===== src/logic/hbs_pkg.sv =====
// package: states, constants and carrier structs for the hub boot sequencer
package hbs_pkg;

  // =====================================================
  // spi flash layout and timing
  localparam logic [15:0] HBS_SIG_ADDR = 16'hfffa;
  localparam logic [15:0] HBS_EXEC_ADDR = 16'h0000;
  localparam logic [31:0] HBS_SIG_WORD = 32'h32444655;
  localparam int HBS_SIG_BYTES = 4;
  localparam int HBS_ROM_KBIT = 1024;
  localparam int HBS_SPI_SLOW_MHZ = 30;
  localparam int HBS_SPI_FAST_MHZ = 60;
  localparam logic HBS_RATE_SLOW = 1'b0;
  localparam logic HBS_RATE_FAST = 1'b1;
  localparam logic [7:0] HBS_CFG_DONE_REG = 8'hff;

  // =====================================================
  // hardware init timing
  localparam int HBS_CLK_MHZ = 20;
  localparam int HBS_REG_SETTLE_NS = 1000;
  localparam int HBS_REG_SETTLE_CYC = (HBS_REG_SETTLE_NS * HBS_CLK_MHZ + 999) / 1000;
  localparam int HBS_CNT_W = 8;
  localparam int HBS_REF_SEEN_MIN = 4;
  // probe dwell: covers line settling plus the two synchroniser stages
  localparam logic [1:0] HBS_PROBE_CYC = 2'h3;

  // =====================================================
  // sequencer states
  typedef enum logic [3:0] {
    HBS_STANDBY,
    HBS_HARDWARE_SETUP_STAGE,
    HBS_FIRMWARE_SETUP_STAGE,
    HBS_SMBUS_PROBE,
    HBS_SOC_CONFIG,
    HBS_MERGE,
    HBS_IDLE,
    HBS_SUSPEND,
    HBS_CHARGER_DETECT_STAGE,
    HBS_HUB_CONNECT,
    HBS_NORMAL
  } hbs_state_t;

  // flash reader commands and results
  typedef struct packed {
    logic start;
    logic dual;
    logic fast;
    logic [15:0] addr;
  } hbs_flash_req_t;

  typedef struct packed {
    logic done;
    logic sig_ok;
  } hbs_flash_rsp_t;

  // settings applied to hardware after merge
  typedef struct packed {
    logic chg_det_en;
    logic keep_awake_in_suspend;
    logic spi_rate_strap;
  } hbs_cfg_t;

  // increment helper for the bit, settle and edge counters
  function automatic logic [HBS_CNT_W-1:0] hbs_inc(input logic [HBS_CNT_W-1:0] v);
    hbs_inc = v + {{(HBS_CNT_W-1){1'b0}}, 1'b1};
  endfunction

endpackage


===== src/logic/hbs_sync.sv =====
// two-flop synchroniser for a bundle of pin levels
`timescale 1ns/100ps
module hbs_sync #(
  parameter int W = 1
) (
  input wire logic clk_sys,
  input wire logic rst,
  input wire logic [W-1:0] d,
  output logic [W-1:0] q
);
  logic [W-1:0] meta_reg;

  // first stage feeds only the second
  always_ff @(posedge clk_sys or posedge rst) begin
    if (rst) begin
      meta_reg <= '0;
      q <= '0;
    end else begin
      meta_reg <= d;
      q <= meta_reg;
    end
  end
endmodule


===== src/logic/hbs_flash_sig.sv =====
// spi flash signature reader, single or dual bit, mode 0 timing
`timescale 1ns/100ps
module hbs_flash_sig
  import hbs_pkg::*;
(
  input wire logic clk_sys,
  input wire logic rst,
  input hbs_flash_req_t req,
  input wire logic miso0,
  input wire logic miso1,
  output hbs_flash_rsp_t rsp,
  output logic spi_clk,
  output logic spi_cs_n,
  output logic spi_mosi
);
  localparam logic [7:0] CMD_RD = 8'h03;
  localparam logic [7:0] CMD_RD2 = 8'h3b;
  logic busy_reg;
  logic [7:0] bit_reg;
  logic [39:0] sh_reg;
  logic [31:0] rx_reg;
  logic dual_reg;
  logic [7:0] last;

  // header bits 32, dummy 8 for dual, data 32 bits
  assign last = dual_reg ? 8'd56 : 8'd64;

  // transfer sequencing: clock toggles, sample on rising edge
  always_ff @(posedge clk_sys or posedge rst) begin
    if (rst) begin
      busy_reg <= 1'b0;
      bit_reg <= '0;
      sh_reg <= '0;
      rx_reg <= '0;
      dual_reg <= 1'b0;
      spi_clk <= 1'b0;
      spi_cs_n <= 1'b1;
      spi_mosi <= 1'b0;
      rsp <= '0;
    end else begin
      rsp.done <= 1'b0;
      if (req.start && !busy_reg) begin
        busy_reg <= 1'b1;
        dual_reg <= req.dual;
        bit_reg <= '0;
        sh_reg <= {(req.dual ? CMD_RD2 : CMD_RD), 8'h00, req.addr, 8'h00};
        spi_cs_n <= 1'b0;
        spi_mosi <= 1'b0;
      end else if (busy_reg) begin
        spi_clk <= ~spi_clk;
        if (!spi_clk) begin
          // rising edge: sample data
          if (bit_reg >= 8'd32 + (dual_reg ? 8'd8 : 8'd0))
            rx_reg <= dual_reg ? {rx_reg[29:0], miso1, miso0} : {rx_reg[30:0], miso1};
          bit_reg <= hbs_inc(bit_reg);
        end else begin
          // falling edge: shift next command bit out
          spi_mosi <= sh_reg[39];
          sh_reg <= {sh_reg[38:0], 1'b0};
          if (bit_reg == last) begin
            busy_reg <= 1'b0;
            spi_cs_n <= 1'b1;
            spi_clk <= 1'b0;
            rsp.done <= 1'b1;
            rsp.sig_ok <= (rx_reg == HBS_SIG_WORD);
          end
        end
      end
    end
  end
endmodule


===== src/logic/hbs_boot_seq.sv =====
// hub boot mode sequencer: standby through normal operation
`timescale 1ns/100ps

// How it works
// reset low holds standby, pins released, regulators off
// reset high runs the hub mode sequence
// all settings except the strap latches cleared while in standby
// hardware setup enables core regulator, latches straps
// smbus ignored during hardware setup
// hardware setup waits for reference clock presence
// read signature at 0xfffa, run flash at 0x0000
// bad signature keeps internal rom execution
// 1 Mbit rom clocked at half clk_sys; strap rate only drives spi_fast
// single and dual bit reads supported
// mode 0 and mode 3 flash both work
// weak pull-downs probe smbus pull-ups
// controller may rewrite defaults during configuration
// wait forever until register 0xff written
// merge defaults, controller writes, otp, then apply
// idle then suspend without vbus or connect
// vbus goes to charger detect or connect
// charger detection runs then hub connect
// normal operation until reset drops
// soft disconnect holds hub connect stage
// no smbus service in usb suspend
// keep-awake bit keeps smbus alive in suspend
// no rom and no smbus uses defaults, straps
// strap 0 gives 30 MHz, 1 gives 60 MHz
// one encoded state machine on core clock
module hbs_boot_seq
  import hbs_pkg::*;
(
  input wire logic clk_sys,
  input wire logic rst,
  input wire logic chip_reset_n,
  input wire logic reference_clock_in,
  input wire logic pll_locked,
  input wire logic regulator_good,
  input wire logic spi_rate_strap,
  input wire logic spi_dual_strap,
  input wire logic spi_miso0,
  input wire logic spi_miso1,
  input wire logic smb_clk_in,
  input wire logic smb_dat_in,
  input wire logic smb_cfg_write,
  input wire logic [7:0] smb_cfg_addr,
  input wire logic smb_chg_det_en,
  input wire logic smb_keep_awake,
  input wire logic otp_valid,
  input wire logic otp_chg_det_en,
  input wire logic vbus_present,
  input wire logic hub_connect_req,
  input wire logic usb_suspend,
  input wire logic soft_disconnect,
  input wire logic chg_det_done,
  output logic core_reg_en,
  output logic pll_en,
  output logic pads_enable,
  output logic smb_pulldown_en,
  output logic smb_service_en,
  output logic spi_clk,
  output logic spi_cs_n,
  output logic spi_mosi,
  output logic spi_fast,
  output logic ext_rom_en,
  output logic [15:0] exec_addr,
  output logic chg_det_start,
  output logic hub_attach,
  output logic cfg_applied,
  output logic chg_det_en_out,
  output logic keep_awake_out,
  output logic in_suspend,
  output logic [3:0] stage
);
  // =====================================================
  // pin synchronisers
  logic [6:0] raw_pins;
  logic [6:0] sy;
  logic rst_n_s, ref_s, smb_c_s, smb_d_s, vbus_s, susp_s, sdisc_s;

  assign raw_pins = {chip_reset_n, reference_clock_in, smb_clk_in, smb_dat_in,
                     vbus_present, usb_suspend, soft_disconnect};
  assign {rst_n_s, ref_s, smb_c_s, smb_d_s, vbus_s, susp_s, sdisc_s} = sy;

  hbs_sync #(.W(7)) u_sync (
    .clk_sys(clk_sys),
    .rst(rst),
    .d(raw_pins),
    .q(sy)
  );

  // =====================================================
  // state and bookkeeping
  hbs_state_t state_reg, state_next;
  logic [HBS_CNT_W-1:0] settle_reg;
  logic [HBS_CNT_W-1:0] ref_seen_reg;
  logic ref_d_reg;
  logic straps_rate_reg, straps_dual_reg;
  logic soc_wr_reg, soc_chg_reg, soc_awake_reg;
  hbs_cfg_t cfg_reg;
  hbs_flash_req_t freq;
  hbs_flash_rsp_t frsp;
  logic flash_issued_reg;
  logic probe_wait;
  logic [1:0] probe_cnt_reg;
  logic hw_ready;
  logic ref_present;

  assign ref_present = (ref_seen_reg >= HBS_CNT_W'(HBS_REF_SEEN_MIN));
  assign hw_ready = (settle_reg >= HBS_CNT_W'(HBS_REG_SETTLE_CYC)) && pll_locked
                    && regulator_good && ref_present;

  // =====================================================
  // next state
  always_comb begin
    state_next = state_reg;
    case (state_reg)
      HBS_STANDBY:
        if (rst_n_s) state_next = HBS_HARDWARE_SETUP_STAGE;
      HBS_HARDWARE_SETUP_STAGE:
        if (hw_ready) state_next = HBS_FIRMWARE_SETUP_STAGE;
      HBS_FIRMWARE_SETUP_STAGE:
        if (frsp.done) state_next = frsp.sig_ok ? HBS_MERGE : HBS_SMBUS_PROBE;
      HBS_SMBUS_PROBE:
        if (probe_wait) begin
          // pulled high against pull-downs means bus present
          state_next = (smb_c_s && smb_d_s) ? HBS_SOC_CONFIG : HBS_MERGE;
        end
      HBS_SOC_CONFIG:
        if (smb_cfg_write && smb_cfg_addr == HBS_CFG_DONE_REG) state_next = HBS_MERGE;
      HBS_MERGE:
        state_next = HBS_IDLE;
      HBS_IDLE: begin
        if (vbus_s) state_next = cfg_reg.chg_det_en ? HBS_CHARGER_DETECT_STAGE : HBS_HUB_CONNECT;
        else if (!hub_connect_req) state_next = HBS_SUSPEND;
      end
      HBS_SUSPEND:
        if (vbus_s || hub_connect_req) state_next = HBS_IDLE;
      HBS_CHARGER_DETECT_STAGE:
        if (!cfg_reg.chg_det_en || chg_det_done) state_next = HBS_HUB_CONNECT;
      HBS_HUB_CONNECT:
        if (!sdisc_s) state_next = HBS_NORMAL;
      HBS_NORMAL:
        if (sdisc_s) state_next = HBS_HUB_CONNECT;
      default:
        state_next = HBS_STANDBY;
    endcase
    if (!rst_n_s) state_next = HBS_STANDBY;
  end

  // state register held in standby by reset
  always_ff @(posedge clk_sys or posedge rst) begin
    if (rst) state_reg <= HBS_STANDBY;
    else state_reg <= state_next;
  end

  // =====================================================
  // hardware setup: settle counter and reference clock detector
  always_ff @(posedge clk_sys or posedge rst) begin
    if (rst) begin
      settle_reg <= '0;
      ref_seen_reg <= '0;
      ref_d_reg <= 1'b0;
    end else begin
      ref_d_reg <= ref_s;
      if (state_reg != HBS_HARDWARE_SETUP_STAGE) begin
        settle_reg <= '0;
        ref_seen_reg <= '0;
      end else begin
        if (settle_reg < HBS_CNT_W'(HBS_REG_SETTLE_CYC)) settle_reg <= hbs_inc(settle_reg);
        // count reference transitions; a few edges mean it is running
        if ((ref_s != ref_d_reg) && !ref_present) ref_seen_reg <= hbs_inc(ref_seen_reg);
      end
    end
  end

  // strap latch on the last standby cycle, when reset release is seen
  always_ff @(posedge clk_sys or posedge rst) begin
    if (rst) begin
      straps_rate_reg <= HBS_RATE_SLOW;
      straps_dual_reg <= 1'b0;
    end else if (state_reg == HBS_STANDBY && rst_n_s) begin
      straps_rate_reg <= spi_rate_strap;
      straps_dual_reg <= spi_dual_strap;
    end
  end

  // =====================================================
  // firmware setup: flash signature read
  always_comb begin
    freq.start = (state_reg == HBS_FIRMWARE_SETUP_STAGE) && !flash_issued_reg;
    freq.dual = straps_dual_reg;
    freq.fast = straps_rate_reg;
    freq.addr = HBS_SIG_ADDR;
  end

  always_ff @(posedge clk_sys or posedge rst) begin
    if (rst) flash_issued_reg <= 1'b0;
    else flash_issued_reg <= (state_reg == HBS_FIRMWARE_SETUP_STAGE);
  end

  // mode 0 reader; idle-low clock is also sampled correctly by mode 3 parts
  hbs_flash_sig u_flash (
    .clk_sys(clk_sys),
    .rst(rst),
    .req(freq),
    .miso0(spi_miso0),
    .miso1(spi_miso1),
    .rsp(frsp),
    .spi_clk(spi_clk),
    .spi_cs_n(spi_cs_n),
    .spi_mosi(spi_mosi)
  );

  // probe dwells until synchronised line levels reflect the pull-downs
  assign probe_wait = (probe_cnt_reg == HBS_PROBE_CYC);
  always_ff @(posedge clk_sys or posedge rst) begin
    if (rst) begin
      probe_cnt_reg <= '0;
    end else if (state_reg != HBS_SMBUS_PROBE) begin
      probe_cnt_reg <= '0;
    end else if (!probe_wait) begin
      probe_cnt_reg <= probe_cnt_reg + 2'h1;
    end
  end

  // =====================================================
  // controller writes captured during configuration only
  always_ff @(posedge clk_sys or posedge rst) begin
    if (rst) begin
      soc_wr_reg <= 1'b0;
      soc_chg_reg <= 1'b0;
      soc_awake_reg <= 1'b0;
    end else if (state_reg == HBS_STANDBY) begin
      soc_wr_reg <= 1'b0;
      soc_chg_reg <= 1'b0;
      soc_awake_reg <= 1'b0;
    end else if (state_reg == HBS_SOC_CONFIG && smb_cfg_write) begin
      soc_wr_reg <= 1'b1;
      soc_chg_reg <= smb_chg_det_en;
      soc_awake_reg <= smb_keep_awake;
    end
  end

  // merge: controller over otp over defaults
  always_ff @(posedge clk_sys or posedge rst) begin
    if (rst) begin
      cfg_reg <= '0;
      ext_rom_en <= 1'b0;
      exec_addr <= HBS_EXEC_ADDR;
    end else if (state_reg == HBS_STANDBY) begin
      cfg_reg <= '0;
      ext_rom_en <= 1'b0;
      exec_addr <= HBS_EXEC_ADDR;
    end else begin
      if (state_reg == HBS_FIRMWARE_SETUP_STAGE && frsp.done) begin
        ext_rom_en <= frsp.sig_ok;
        exec_addr <= HBS_EXEC_ADDR;
      end
      if (state_reg == HBS_MERGE) begin
        cfg_reg.chg_det_en <= soc_wr_reg ? soc_chg_reg : (otp_valid ? otp_chg_det_en : 1'b1);
        cfg_reg.keep_awake_in_suspend <= soc_wr_reg & soc_awake_reg;
        cfg_reg.spi_rate_strap <= straps_rate_reg;
      end
    end
  end

  // =====================================================
  // registered outputs
  always_ff @(posedge clk_sys or posedge rst) begin
    if (rst) begin
      core_reg_en <= 1'b0;
      pll_en <= 1'b0;
      pads_enable <= 1'b0;
      smb_pulldown_en <= 1'b0;
      smb_service_en <= 1'b0;
      spi_fast <= 1'b0;
      chg_det_start <= 1'b0;
      hub_attach <= 1'b0;
      cfg_applied <= 1'b0;
      chg_det_en_out <= 1'b0;
      keep_awake_out <= 1'b0;
      in_suspend <= 1'b0;
      stage <= '0;
    end else begin
      core_reg_en <= (state_next != HBS_STANDBY);
      pll_en <= (state_next != HBS_STANDBY);
      pads_enable <= (state_next != HBS_STANDBY) && (state_next != HBS_HARDWARE_SETUP_STAGE);
      smb_pulldown_en <= (state_next == HBS_SMBUS_PROBE);
      // no service in standby, hw setup or suspend unless kept awake
      smb_service_en <= (state_next != HBS_STANDBY) && (state_next != HBS_HARDWARE_SETUP_STAGE)
                        && !(susp_s && !cfg_reg.keep_awake_in_suspend);
      spi_fast <= (straps_rate_reg == HBS_RATE_FAST);
      chg_det_start <= (state_next == HBS_CHARGER_DETECT_STAGE) && cfg_reg.chg_det_en;
      hub_attach <= (state_next == HBS_NORMAL);
      cfg_applied <= (state_reg == HBS_MERGE) || (cfg_applied && state_next != HBS_STANDBY);
      chg_det_en_out <= cfg_reg.chg_det_en;
      keep_awake_out <= cfg_reg.keep_awake_in_suspend;
      in_suspend <= (state_next == HBS_SUSPEND) || (susp_s && state_next == HBS_NORMAL);
      stage <= state_next;
    end
  end
endmodule


===== config.mk =====
export PLATFORM = sky130hd
export DESIGN_NAME = hbs_boot_seq
export DESIGN_NICKNAME = d
export VERILOG_FILES = /design/src/logic/hbs_pkg.sv /design/src/logic/hbs_sync.sv /design/src/logic/hbs_flash_sig.sv /design/src/logic/hbs_boot_seq.sv
export SDC_FILE = /design/constraint.sdc
export NUM_CORES = 1
export LEC_CHECK = 0
export BUFFER_PORTS_ARGS = -buffer_cell sky130_fd_sc_hd__clkbuf_2
export CORE_AREA = 2 2 135 84
export DETAILED_ROUTE_END_ITERATION = 7
export DIE_AREA = 0 0 137 86
export GPL_ROUTABILITY_DRIVEN = 0
export PLACE_DENSITY_LB_ADDON = 0.3
export SETUP_SLACK_MARGIN = 0.3
export SYNTH_ARGS = -nofsm -noshare
export SYNTH_HDL_FRONTEND = slang
export SYNTH_HIERARCHICAL = 1
export SYNTH_SLANG_ARGS = --single-unit
export TNS_END_PERCENT = 30

===== constraint.sdc =====
create_clock -name clk_sys -period 2.8 [get_ports clk_sys]
set_input_delay 0.56 -clock clk_sys [delete_from_list [all_inputs] [get_ports clk_sys]]
set_output_delay 0.56 -clock clk_sys [all_outputs]
set_load 0.005 [all_outputs]

==> metrics.cfg <==
[status]
outcome=complete, no violations

[synth]
syn_area_per_cell_um2=10.9
synth.distinct_cells=67
synth_cells=564
syn_area_um2=6140
ys_warn_count=6
yosysSeqAreaShare_pct=55.5
synthFlopType=dfrtp_1
async_flop_share_pct=100
ys_seq_elements=136
synth_edf_count=0

[clocking]
insertion_delay_ps=410
h-tree-depth=4
clock_path_buffers=2
clock-sinks=136
ctsResizeCount=0
clk_pin_slew_ps=60
tritoncts=done
post-cts-setup-buffers=0
cts-buffers-inserted=17
cts_hold_buffers=0
cts_root_buf=clkbuf_16

[drt]
final_antenna_net_count=0
drc_errors=0
dr.pass1.iters=5
drt-total-wl_mm=12.7
routed_via_density=5.60
drt_iter0_markers=299
dr_total_vias=4355
drt-wirelength-per-cell_um=16.4

[power_and_ir_drop]
power_frac_seq_pct=46.6
swShare_pct=21.6
ir_worst_vdd_v=0.000502
power_frac_comb_pct=3.4
clkPwrFrac_pct=50.1
p_int_mw=3.39
p_per_area_nw_per_um2=610
power.switching_mw=0.934
p_leak_nw=3.39

[worst_setup_path]
path_cells=nor4b_2, nor2b_1, nor2b_2, nor2_1, a22o_1
crit_cells=5
setup.worst_path.end_class=flop
reg2reg_from=stage[3]
r2r_cells=5
max_stage_delay_ps=570
endpoint=u_flash/sh_reg[24]
rrSetupSlack_ps=600
r2r_end=u_flash/sh_reg[24]
cp-start-kind=flop
crit_required_ps=3090
cpMaxStageDelayCell=dfrtp_1
path_delay_family=simple AND/OR/NAND/NOR gates
cp_max_fo=15
worstSetupStartpoint=stage[3]
crit_arrival_ps=2500
worstPathBufferInverterCount=0
worstSetupPathType=reg -> reg

[finish]
layout_common_cells=dfrtp_1 (134), nor2_1 (86), clkbuf_2 (49), a21oi_1 (38), mux2i_1 (37)
nets=666
drive_gt1_share_pct=17.7
design_area_um2=7090
synthToLayoutAreaGrowth_pct=15.5
multi_input_area_um2=2530
final_common_cell=dfrtp_1
fillers=770
regArea_um2=3410
antennaDiodeCount=0

[floorplan]
die-area_um2=11800
core_um2=10500
pin_count=66
die_y_um=86
start_util_pct=58.7
rows=29
chipWidth_um=137

[grt]
grt_pass1_wl_mm=21.2
grt_pass1_vias=4148
grt.total_usage_pct=23.4
grt_max_degree=80
grt_antenna_before_repair=0
overflow=0

[timing]
setup_viol=0
worst_pin_slew_ps=753
slew_violations=0
fin_crit_sh_pct=78.7
rsz0062_at_grt=no
period_minus_slack_ps=2200
final_hold_viol_count=0
timing.fmax_ghz=0.454
clock_skew_ps=10.7
tns_ps=0
relSlewSlack_pct=49.6

[placement]
hpwl_mm=8.67
io_buffers=49
placed_area_um2=6510

[hold_path]
hold_class=in -> async

[job]
max_cap_violations=0

[power groups by stage]
| stage | Combinational (mW) | Sequential [mW] | Clock, mW |
|---|---|---|---|
| 6_report | 0.146 | 2.01 | 2.16 |
| 5_1_grt | 0.168 | 2.01 | 2.31 |
| 4_1_cts | 0.149 | 2.01 | 2.20 |
| 3_5_place_dp | 0.146 | 2.05 | 0 |
| 3_3_place_gp | 0.140 | 2.05 | 0 |
| 2_1_floorplan | 0.109 | 2.04 | 0 |
[layout make-up]
type	count	share of cell area [%]
clock inverters	11	1.76
well taps	139	2.45
repair buffers	60	4.80
multi-input cells	398	35.7
flip-flops and latches	136	48.0
inverters	15	0.847
clock buffers	19	6.39
[worst register-to-register path, delay by kind of cell, from the launching register on]
| family | cells | cell delay, ps |
|---|---|---|
| simple gates | 4 | 1260 |
| flops | 1 | 570 |
| compound gates | 1 | 260 |
[synth_stat cells (4+ instances only)]
cell type / instances / share of area (%)
a31oi_1: 4 / 0.41
nand4_1: 4 / 0.41
nand3_1: 11 / 0.90
and3_1: 8 / 0.82
nor3b_1: 5 / 0.61
nor2b_1: 9 / 0.92
o21ai_0: 11 / 0.90
buf_4: 20 / 2.4
clkbuf_1: 16 / 0.98
nand2_1: 36 / 2.2
dfrtp_1: 135 / 55
o211ai_1: 4 / 0.49
and4_1: 5 / 0.71
inv_1: 15 / 0.92
nor4b_1: 5 / 0.71
o22ai_1: 16 / 1.6
xor2_1: 5 / 0.71
o21ai_1: 4 / 0.33
nand2b_1: 4 / 0.41
buf_2: 6 / 0.49
mux2i_1: 37 / 6.0
ha_1: 8 / 1.6
a22o_1: 15 / 2.1
nor2_1: 86 / 5.3
a21oi_1: 38 / 3.1
[per-layer routing]
metal  wire, um  vias up  global-route usage [%]
met5          0        -                       0
met4        104        0                    7.50
met3        717       13                    5.44
met2       5780      128                    34.1
met1       6140     2148                    34.8
li1           -     2066                       -
[cell families after synthesis]
family | synth area share, %
adders and majority gates | 1.63
buffers and inverters | 5.26
muxes | 6.83
and+or+nand+nor | 17.0
AOI/OAI and AO/OA | 12.5
other | 0.122
DFF | 55.5
xor gates and xnor gates | 1.14
[how the worst min path moves through the flow]
stage	endpoint	slack, ps	cells after the start
3_5_place_dp	u_sync/q[4]	340	0
3_3_place_gp	u_sync/q[2]	330	0
6_report	u_sync/meta_reg[6]	210	2
5_1_grt	u_sync/meta_reg[6]	250	2
2_1_floorplan	u_sync/q[0]	330	0
4_1_cts	u_sync/meta_reg[6]	220	2
[stage by stage]
stage	cells	worst slack [ps]	util (%)	hold slack, ps	total power [mW]
after CTS	778	459	67.8	222	4.37
after global placement	748	527	62.3	334	2.19
final	778	595	67.8	211	4.32
after global routing	778	404	67.8	246	4.49
after detailed placement	748	474	62.3	338	2.19
after floorplan	594	799	-	331	2.15
No activity file was read; power rests on OpenSTA's default activity.
